[src/design/fan_pkg.sv]
package fan_pkg;

  localparam int          LEVEL_W         = 8;
  localparam logic [7:0]  PWM_MIN_CODE    = 8'h4d;
  localparam logic [7:0]  PWM_MAX_CODE    = 8'hb3;
  localparam logic [7:0]  PWM_TOP_CODE    = PWM_MAX_CODE - 8'h01;
  localparam logic [7:0]  RAMP_STEP       = 8'h01;

  localparam int          CLK_HZ          = 25_000_000;
  localparam int          PWM_HZ          = 60;
  localparam int          PERIOD_CYCLES   = CLK_HZ / PWM_HZ;
  localparam int          RAMP_STEPS      =
    2 * (int'(PWM_TOP_CODE) - int'(PWM_MIN_CODE));
  localparam int          STEP_CYCLES_DEF = PERIOD_CYCLES / RAMP_STEPS;
  localparam int          STEP_W          = 12;

  localparam int          START_W         = 6;
  localparam logic [5:0]  START_LAST      = 6'h3f;
  localparam logic [5:0]  START_INC       = 6'h01;

  localparam int          FLAG_W          = 6;
  localparam int          F_RESTART       = 0;
  localparam int          F_OVERTEMP      = 1;
  localparam int          F_P_SLEEP       = 2;
  localparam int          F_S_SLEEP       = 3;
  localparam int          F_P_WAKE        = 4;
  localparam int          F_S_WAKE        = 5;

  localparam logic        FAN_ON          = 1'b1;
  localparam logic        FAN_OFF         = 1'b0;
  localparam logic        PIN_DRIVE       = 1'b0;
  localparam logic        PIN_FLOAT       = 1'b1;
  localparam logic        FAULT_ACTIVE    = 1'b0;
  localparam logic        FAULT_IDLE      = 1'b1;

  typedef enum logic [2:0] {
    ST_WAIT_WAKE,
    ST_STARTUP,
    ST_RUN,
    ST_SLEEP,
    ST_SHUTDOWN
  } fan_state_t;

endpackage

[src/design/ramp_if.sv]
`timescale 1ns/10ps
`default_nettype none

interface ramp_if;
  import fan_pkg::*;

  logic               ce;
  logic [LEVEL_W-1:0] ramp;
  logic               tick;

  modport src (input ce, output ramp, output tick);
  modport snk (output ce, input ramp, input tick);
endinterface

`default_nettype wire

[src/design/pwm_ramp.sv]
`timescale 1ns/10ps
`default_nettype none

module pwm_ramp
  import fan_pkg::*;
#(
  parameter int STEP_CYCLES = STEP_CYCLES_DEF
)
(
  input  wire logic clk,
  input  wire logic rst,
  ramp_if.src       rb
);

  typedef struct packed {
    logic [STEP_W-1:0]  div;
    logic [LEVEL_W-1:0] ramp;
    logic               up;
    logic               tick;
  } ramp_rec_t;

  localparam ramp_rec_t RAMP_RESET = '{
    div:  '0,
    ramp: PWM_MIN_CODE,
    up:   1'b1,
    tick: 1'b0
  };

  ramp_rec_t s_reg;
  ramp_rec_t s_next;

  ////////////////////////////////////////////////////////////////////////////
  // Triangle ramp; one full triangle is one time-base period
  always_comb
  begin
    s_next = s_reg;
    if (rb.ce)
    begin
      s_next.tick = 1'b0;
      if (s_reg.div == STEP_W'(STEP_CYCLES - 1))
      begin
        s_next.div = '0;
        if (s_reg.up)
        begin
          if (s_reg.ramp == PWM_TOP_CODE)
          begin
            s_next.up   = 1'b0;
            s_next.ramp = s_reg.ramp - RAMP_STEP;
          end
          else
            s_next.ramp = s_reg.ramp + RAMP_STEP;
        end
        else if (s_reg.ramp == PWM_MIN_CODE)
        begin
          s_next.up   = 1'b1;
          s_next.ramp = s_reg.ramp + RAMP_STEP;
          s_next.tick = 1'b1;
        end
        else
          s_next.ramp = s_reg.ramp - RAMP_STEP;
      end
      else
        s_next.div = s_reg.div + STEP_W'(1);
    end
  end

  always_ff @(posedge clk)
  begin
    if (rst)
      s_reg <= RAMP_RESET;
    else
      s_reg <= s_next;
  end

  assign rb.ramp = s_reg.ramp;
  assign rb.tick = s_reg.tick;

  ////////////////////////////////////////////////////////////////////////////
  a_ramp_span: assert property (
    @(posedge clk) disable iff (rst)
    (rb.ramp >= PWM_MIN_CODE) && (rb.ramp <= PWM_TOP_CODE))
    else $error("ramp left its span");

  a_tick_turn: assert property (
    @(posedge clk) disable iff (rst)
    rb.tick |-> s_reg.up && (rb.ramp > PWM_MIN_CODE))
    else $error("period tick not at ramp bottom");

endmodule

`default_nettype wire

[src/design/fan_ctrl.sv]
`timescale 1ns/10ps
`default_nettype none

module fan_ctrl
  import fan_pkg::*;
#(
  parameter int STEP_CYCLES = STEP_CYCLES_DEF
)
(
  input  wire logic               clk,
  input  wire logic               rst,
  input  wire logic               ce,
  input  wire logic               shutdown_flag,
  input  wire logic               restart_flag,
  input  wire logic               overtemp_flag,
  input  wire logic               primary_below_sleep,
  input  wire logic               secondary_below_sleep,
  input  wire logic               primary_above_wake,
  input  wire logic               secondary_above_wake,
  input  wire logic [LEVEL_W-1:0] primary_control_input,
  input  wire logic [LEVEL_W-1:0] secondary_control_input,
  output var  logic               fan_out,
  output var  logic               fan_oe_n,
  output var  logic               overtemp_fault_n,
  output var  logic               fault_oe_n
);

  ////////////////////////////////////////////////////////////////////////////
  // State record
  typedef struct packed {
    logic [FLAG_W-1:0]  flags_s1;
    logic [FLAG_W-1:0]  flags_s2;
    logic [LEVEL_W-1:0] prim_s1;
    logic [LEVEL_W-1:0] prim_s2;
    logic [LEVEL_W-1:0] sec_s1;
    logic [LEVEL_W-1:0] sec_s2;
    fan_state_t         state;
    logic [START_W-1:0] start_cnt;
    logic               fan;
    logic               fan_oe_n;
    logic               fault_n;
    logic               fault_oe_n;
  } fan_rec_t;

  localparam fan_rec_t POWERUP_REC = '{
    flags_s1:   '0,
    flags_s2:   '0,
    prim_s1:    '0,
    prim_s2:    '0,
    sec_s1:     '0,
    sec_s2:     '0,
    state:      ST_WAIT_WAKE,
    start_cnt:  '0,
    fan:        FAN_OFF,
    fan_oe_n:   PIN_DRIVE,
    fault_n:    FAULT_IDLE,
    fault_oe_n: PIN_FLOAT
  };

  localparam fan_rec_t SHUTDOWN_REC = '{
    flags_s1:   '0,
    flags_s2:   '0,
    prim_s1:    '0,
    prim_s2:    '0,
    sec_s1:     '0,
    sec_s2:     '0,
    state:      ST_SHUTDOWN,
    start_cnt:  '0,
    fan:        FAN_OFF,
    fan_oe_n:   PIN_FLOAT,
    fault_n:    FAULT_IDLE,
    fault_oe_n: PIN_FLOAT
  };

  ////////////////////////////////////////////////////////////////////////////
  // Helpers
  function automatic logic [LEVEL_W-1:0] max_level(
    input logic [LEVEL_W-1:0] a,
    input logic [LEVEL_W-1:0] b
  );
    max_level = (a > b) ? a : b;
  endfunction

  function automatic logic either_flag(
    input logic [FLAG_W-1:0] f,
    input int                i,
    input int                j
  );
    either_flag = f[i] | f[j];
  endfunction

  ////////////////////////////////////////////////////////////////////////////
  // Time base
  ramp_if rb ();

  assign rb.ce = ce;

  pwm_ramp #(
    .STEP_CYCLES (STEP_CYCLES)
  ) u_ramp (
    .clk (clk),
    .rst (rst),
    .rb  (rb)
  );

  ////////////////////////////////////////////////////////////////////////////
  // Next state
  fan_rec_t           s_reg;
  fan_rec_t           s_next;
  logic [LEVEL_W-1:0] duty_level;
  logic               pwm_high;
  logic               wake_any;
  logic               sleep_both;
  logic               overtemp_s;

  always_comb
  begin
    duty_level = max_level(s_reg.prim_s2, s_reg.sec_s2);
    pwm_high   = duty_level > rb.ramp;
    wake_any   = either_flag(s_reg.flags_s2, F_P_WAKE, F_S_WAKE);
    sleep_both = s_reg.flags_s2[F_P_SLEEP] & s_reg.flags_s2[F_S_SLEEP];
    overtemp_s = s_reg.flags_s2[F_OVERTEMP];
  end

  always_comb
  begin
    s_next = s_reg;
    if (ce)
    begin
      s_next.flags_s1 = {secondary_above_wake, primary_above_wake,
                         secondary_below_sleep, primary_below_sleep,
                         overtemp_flag, restart_flag};
      s_next.flags_s2 = s_reg.flags_s1;
      s_next.prim_s1  = primary_control_input;
      s_next.prim_s2  = s_reg.prim_s1;
      s_next.sec_s1   = secondary_control_input;
      s_next.sec_s2   = s_reg.sec_s1;

      case (s_reg.state)
        ST_WAIT_WAKE:
        begin
          s_next.fan      = FAN_OFF;
          s_next.fan_oe_n = PIN_DRIVE;
          if (rb.tick && wake_any)
          begin
            s_next.state     = ST_STARTUP;
            s_next.start_cnt = '0;
          end
        end
        ST_STARTUP:
        begin
          s_next.fan      = FAN_ON;
          s_next.fan_oe_n = PIN_DRIVE;
          if (rb.tick)
          begin
            if (s_reg.start_cnt == START_LAST)
              s_next.state = ST_RUN;
            else
              s_next.start_cnt = s_reg.start_cnt + START_INC;
          end
        end
        ST_RUN:
        begin
          s_next.fan      = pwm_high;
          s_next.fan_oe_n = PIN_DRIVE;
          if (rb.tick && sleep_both)
            s_next.state = ST_SLEEP;
        end
        ST_SLEEP:
        begin
          s_next.fan      = FAN_OFF;
          s_next.fan_oe_n = PIN_FLOAT;
          if (rb.tick && wake_any)
          begin
            s_next.state     = ST_STARTUP;
            s_next.start_cnt = '0;
          end
        end
        ST_SHUTDOWN:
        begin
          s_next.fan      = FAN_OFF;
          s_next.fan_oe_n = PIN_FLOAT;
          if (rb.tick && s_reg.flags_s2[F_RESTART])
            s_next = POWERUP_REC;
        end
        default:
          s_next = POWERUP_REC;
      endcase

      if ((s_next.state == ST_SLEEP) || (s_next.state == ST_SHUTDOWN))
      begin
        s_next.fault_n    = FAULT_IDLE;
        s_next.fault_oe_n = PIN_FLOAT;
      end
      else if (rb.tick && (s_reg.state != ST_SHUTDOWN))
      begin
        s_next.fault_n    = overtemp_s ? FAULT_ACTIVE
                                       : FAULT_IDLE;
        s_next.fault_oe_n = overtemp_s ? PIN_DRIVE : PIN_FLOAT;
      end
    end
  end

  ////////////////////////////////////////////////////////////////////////////
  // Register; shutdown clears at once and outranks everything
  always_ff @(posedge clk or posedge shutdown_flag)
  begin
    if (shutdown_flag)
      s_reg <= SHUTDOWN_REC;
    else if (rst)
      s_reg <= POWERUP_REC;
    else
      s_reg <= s_next;
  end

  assign fan_out          = s_reg.fan;
  assign fan_oe_n         = s_reg.fan_oe_n;
  assign overtemp_fault_n = s_reg.fault_n;
  assign fault_oe_n       = s_reg.fault_oe_n;

  ////////////////////////////////////////////////////////////////////////////
  // Checks
  a_shutdown_float: assert property (
    @(posedge clk) disable iff (rst)
    (shutdown_flag && $past(shutdown_flag))
      |-> (fan_oe_n == PIN_FLOAT) && (fault_oe_n == PIN_FLOAT)
          && (overtemp_fault_n == FAULT_IDLE))
    else $error("outputs not released in shutdown");

  a_poweron_state: assert property (
    @(posedge clk) disable iff (shutdown_flag)
    rst |=> (fan_out == FAN_OFF) && (fan_oe_n == PIN_DRIVE)
            && (overtemp_fault_n == FAULT_IDLE)
            && (s_reg.state == ST_WAIT_WAKE))
    else $error("wrong state after reset");

  a_wait_gate: assert property (
    @(posedge clk) disable iff (rst || shutdown_flag)
    (ce && (s_reg.state == ST_WAIT_WAKE) && !wake_any)
      |=> (s_reg.state == ST_WAIT_WAKE))
    else $error("fan started without wake");

  a_startup_drive: assert property (
    @(posedge clk) disable iff (rst || shutdown_flag)
    (ce && (s_reg.state == ST_STARTUP))
      |=> (fan_out == FAN_ON) && (fan_oe_n == PIN_DRIVE))
    else $error("fan not forced on during startup");

  a_startup_len: assert property (
    @(posedge clk) disable iff (rst || shutdown_flag)
    (ce && rb.tick && (s_reg.state == ST_STARTUP))
      |=> (s_reg.state == (($past(s_reg.start_cnt) == START_LAST) ? ST_RUN
                                                                  : ST_STARTUP))
          && ($past(s_reg.start_cnt) == START_LAST
              || s_reg.start_cnt == $past(s_reg.start_cnt) + START_INC))
    else $error("startup interval miscounted");

  a_startup_entry: assert property (
    @(posedge clk) disable iff (rst || shutdown_flag)
    (ce && rb.tick && wake_any && (s_reg.state == ST_SLEEP))
      |=> (s_reg.state == ST_STARTUP) && (s_reg.start_cnt == '0))
    else $error("wake did not restart the startup interval");

  a_pwm_compare: assert property (
    @(posedge clk) disable iff (rst || shutdown_flag)
    (ce && (s_reg.state == ST_RUN))
      |=> (fan_out == ($past(max_level(s_reg.prim_s2, s_reg.sec_s2))
                        > $past(rb.ramp))))
    else $error("pwm output disagrees with ramp");

  a_fault_follow: assert property (
    @(posedge clk) disable iff (rst || shutdown_flag)
    (ce && rb.tick && (s_reg.state == ST_RUN) && !sleep_both)
      |=> (overtemp_fault_n == !$past(overtemp_s))
          && (fault_oe_n == overtemp_fault_n))
    else $error("fault output does not follow overtemperature");

  a_sleep_entry: assert property (
    @(posedge clk) disable iff (rst || shutdown_flag)
    (ce && rb.tick && sleep_both && (s_reg.state == ST_RUN))
      |=> (s_reg.state == ST_SLEEP) && (overtemp_fault_n == FAULT_IDLE)
      ##1 (fan_oe_n == PIN_FLOAT) || !$past(ce))
    else $error("sleep not entered or outputs not released");

  a_sleep_hold: assert property (
    @(posedge clk) disable iff (rst || shutdown_flag)
    ((s_reg.state == ST_SLEEP) && !wake_any)
      |=> (s_reg.state == ST_SLEEP))
    else $error("sleep left without wake");

  a_run_drive: assert property (
    @(posedge clk) disable iff (rst || shutdown_flag)
    (ce && (s_reg.state == ST_RUN)) |=> (fan_oe_n == PIN_DRIVE))
    else $error("fan pin not driven while running");

  a_wake_start: assert property (
    @(posedge clk) disable iff (rst || shutdown_flag)
    (ce && rb.tick && wake_any && (s_reg.state == ST_WAIT_WAKE))
      |=> (s_reg.state == ST_STARTUP) && (s_reg.start_cnt == '0))
    else $error("wake did not start the fan");

  a_restart_reset: assert property (
    @(posedge clk) disable iff (rst || shutdown_flag)
    (ce && rb.tick && s_reg.flags_s2[F_RESTART]
      && (s_reg.state == ST_SHUTDOWN))
      |=> (s_reg.state == ST_WAIT_WAKE) && (fault_oe_n == PIN_FLOAT)
          && (fan_oe_n == PIN_DRIVE))
    else $error("restart did not act as power-up");

  a_sleep_quiet: assert property (
    @(posedge clk) disable iff (rst)
    (s_reg.state == ST_SLEEP)
      |-> (overtemp_fault_n == FAULT_IDLE) && (fault_oe_n == PIN_FLOAT))
    else $error("fault active while asleep");

  a_shutdown_hold: assert property (
    @(posedge clk) disable iff (rst)
    ((s_reg.state == ST_SHUTDOWN)
      && !(ce && rb.tick && s_reg.flags_s2[F_RESTART]))
      |=> (s_reg.state == ST_SHUTDOWN))
    else $error("shutdown left without restart");

endmodule

`default_nettype wire

[config.mk]
export PLATFORM = sky130hd
export DESIGN_NAME = fan_ctrl
export DESIGN_NICKNAME = d
export VERILOG_FILES = /design/src/design/fan_pkg.sv /design/src/design/ramp_if.sv /design/src/design/pwm_ramp.sv /design/src/design/fan_ctrl.sv
export SDC_FILE = /design/constraint.sdc
export NUM_CORES = 1
export LEC_CHECK = 0
export ABC_AREA = 1
export BUFFER_PORTS_ARGS = -buffer_cell sky130_fd_sc_hd__buf_4
export CORE_UTILIZATION = 35
export CTS_CLUSTER_DIAMETER = 60
export CTS_CLUSTER_SIZE = 30
export DETAILED_ROUTE_END_ITERATION = 12
export SLEW_MARGIN = 10
export SYNTH_ARGS = -nofsm -noshare
export SYNTH_HDL_FRONTEND = slang
export SYNTH_SLANG_ARGS = --single-unit
[constraint.sdc]
create_clock -name clk -period 7.1 [get_ports clk]
set_clock_uncertainty 0.1 [all_clocks]
set_input_delay 1.775 -clock clk [delete_from_list [all_inputs] [get_ports clk]]
set_output_delay 1.775 -clock clk [all_outputs]
set_load 0.1 [all_outputs]
==> flow_metrics.tcl <==
set metrics [dict create \
    synth_nets 635 \
    cts.sinks 78 \
    synth_seq_cells 78 \
    area_growth_pct 13.2 \
    die_area_um2 13000 \
    synthTopCellsByArea "dfrtp_1 (30%), nand2_1 (13%), dfxtp_1 (10%)" \
    layout-drive-gt1-share_pct 11.1 \
    drt_wl_total_um 9670 \
    io_buffers 29 \
    vias 3804 \
    grt_pass1_wl_um 16900 \
    synth-edff-count 0 \
    min-delay-path-class "reg -> reg" \
    drt_iter0_drc 200 \
    status "complete, no violations" \
    dp_hpwl_um 6790 \
    antenna_cells 0 \
    cts.clk_slew.worst_paths_ps 60 \
    ys_types 37 \
    rsz0062_at_grt "no" \
    route.detailed.drc 0 \
    rows 40 \
    design_area_um2 4980 \
    dp_slack_ps 3300 \
    fin_tns_setup_ps 0 \
    max_slew_margin_pct 21.4 \
    htree_num_levels 3 \
    syn_area_um2 4400 \
    final_cell_mix "nand2_1 (154), inv_1 (88), dfrtp_1 (53)" \
    async_reset_ff_share_pct 71.8 \
    syn_area_per_cell_um2 7.51 \
    ir_drop_mv 0.123 \
    yosysWarnings 0 \
    synthCells 586 \
    setup_viol 0 \
    wl_per_cell_um 12.4 \
    final_common_cell "nand2_1" \
    whs_ps 384 \
    fp.dieH_um 114 \
    cp-start-kind "input port" \
    period_needed_ps 3370 \
    critPathKind "in -> reg" \
    clock-root-buffer "clkbuf_16" \
    r2r_end "fan_out" \
    gp_congestion 0.866 \
    vias_per_cell 4.87 \
    start_util_pct 36.3 \
    cap_violations 0 \
    ys.flop_type "dfrtp_1" \
    tritoncts "built" \
    holdBufCountCts 0 \
    p_leak_nw 2.39 \
    crit_arrival_ps 3520 \
    worst_slew_pin_slew_ps 1180 \
    worstPathRequired_ps 7240 \
    cts_buffers 9 \
    cts-resized-gates 0 \
    overflow 0 \
    grt_antenna_before_repair 0 \
    ant_nets 0 \
    synth_seq_area_share_pct 41.9 \
    place_area_um2 4710 \
    clk_path_buf_depth 2 \
    r2r_setup_slack_ps 4320 \
    clk_latency_ps 330 \
    slew_violations 0 \
    critPathCapture "s_reg[48]" \
    firstDrtPassIters 4 \
    crit_path_start "ce" \
    r2r_start "s_reg[16]" \
    worst_slack_ps 3730 \
    hold_viol_final 0 \
    finalCritPeriodShare_pct 47.5 \
    coreArea_um2 12100 \
    end_kind "flop" \
    synth_top_area_share_pct 30.1 \
    cts_setup_buffers 0 \
    track_usage_pct 16.4 \
    grt_pass1_vias 3610 \
    layout.nets 657 \
    largest_reg_flops 52 \
    cp_max_fo 29 \
    synth.largest_area_cell "dfrtp_1" \
    io_pins 30 \
    grt_max_degree 57 \
    p_per_area_nw_per_um2 199 \
    die_w_um 114 \
    reg2regPathDepth 17 \
    max_clock_freq_mhz 297 \
]
[stage by stage]
step                      util [%]  total power [mW]  std cells
after floorplan                  -             0.543        586
after global placement        38.9             0.568        765
after detailed placement      38.9             0.571        765
after CTS                     41.1              1.00        781
after global routing          41.1              1.03        781
final                         41.1             0.989        781
[routing by layer]
layer  vias up  track usage (%)  part of all wire, %
met5         -                0                    0
met4         0             6.41                  1.3
met3         9             2.96                  4.5
met2        78             27.0                   47
met1      1769             21.4                   47
li1       1948                -                    -
[synthesized netlist by cell type, types with 5 or more instances]
cell type    n
nor4_1       5
nor3_1      11
xor2_1       8
dfxtp_1     22
nand3_1     37
nand2_1    154
o21ai_0     26
dfrtp_1     53
nor2_1      41
nand4_1      7
buf_2       11
inv_1       89
ha_1        23
inv_2        5
o22ai_1     39
a21oi_1     16
[final cells by class]
class | instances | area, µm²
Timing Repair Buffer | 30 | 225
Tap cell | 168 | 210
Fill cell | 1288 | 7130
Clock buffer | 12 | 246
Multi-Input combinational cell | 395 | 2080
Sequential cell | 78 | 1850
Clock inverter | 4 | 22.5
Inverter | 94 | 353
[kinds of logic (layout without fill, tap and decap cells)]
group	count (synthesis)	after routing	share of synthesized area (%)
xor+xnor	9	9	1.79
simple gates	274	274	27.0
buf+inv	113	140	10.8
flops	78	78	41.9
compound gates	89	89	11.9
fa+ha+maj	23	23	6.54
[worst min-delay path by stage]
stage                startpoint                to  slack (ps)  cells past startpoint
5_1_grt        overtemp_fault_n  overtemp_fault_n         420                      2
3_3_place_gp         overtemp_s        overtemp_s         370                      2
6_report              s_reg[45]         s_reg[45]         380                      2
4_1_cts               s_reg[45]         s_reg[45]         390                      2
3_5_place_dp          s_reg[45]         s_reg[45]         380                      2
2_1_floorplan        overtemp_s        overtemp_s         350                      2
[power by group]
part	internal, mW	switching [mW]
registers	0.456	0.00543
clock network	0.246	0.181
logic	0.0330	0.0669
[worst max-delay path, cell delays in order]
cell     delay [ps]
buf_4           160
inv_1           140
nor2_2          610
o21ai_2         530
o21ai_0         290
Power figures use the tool's default switching activity.
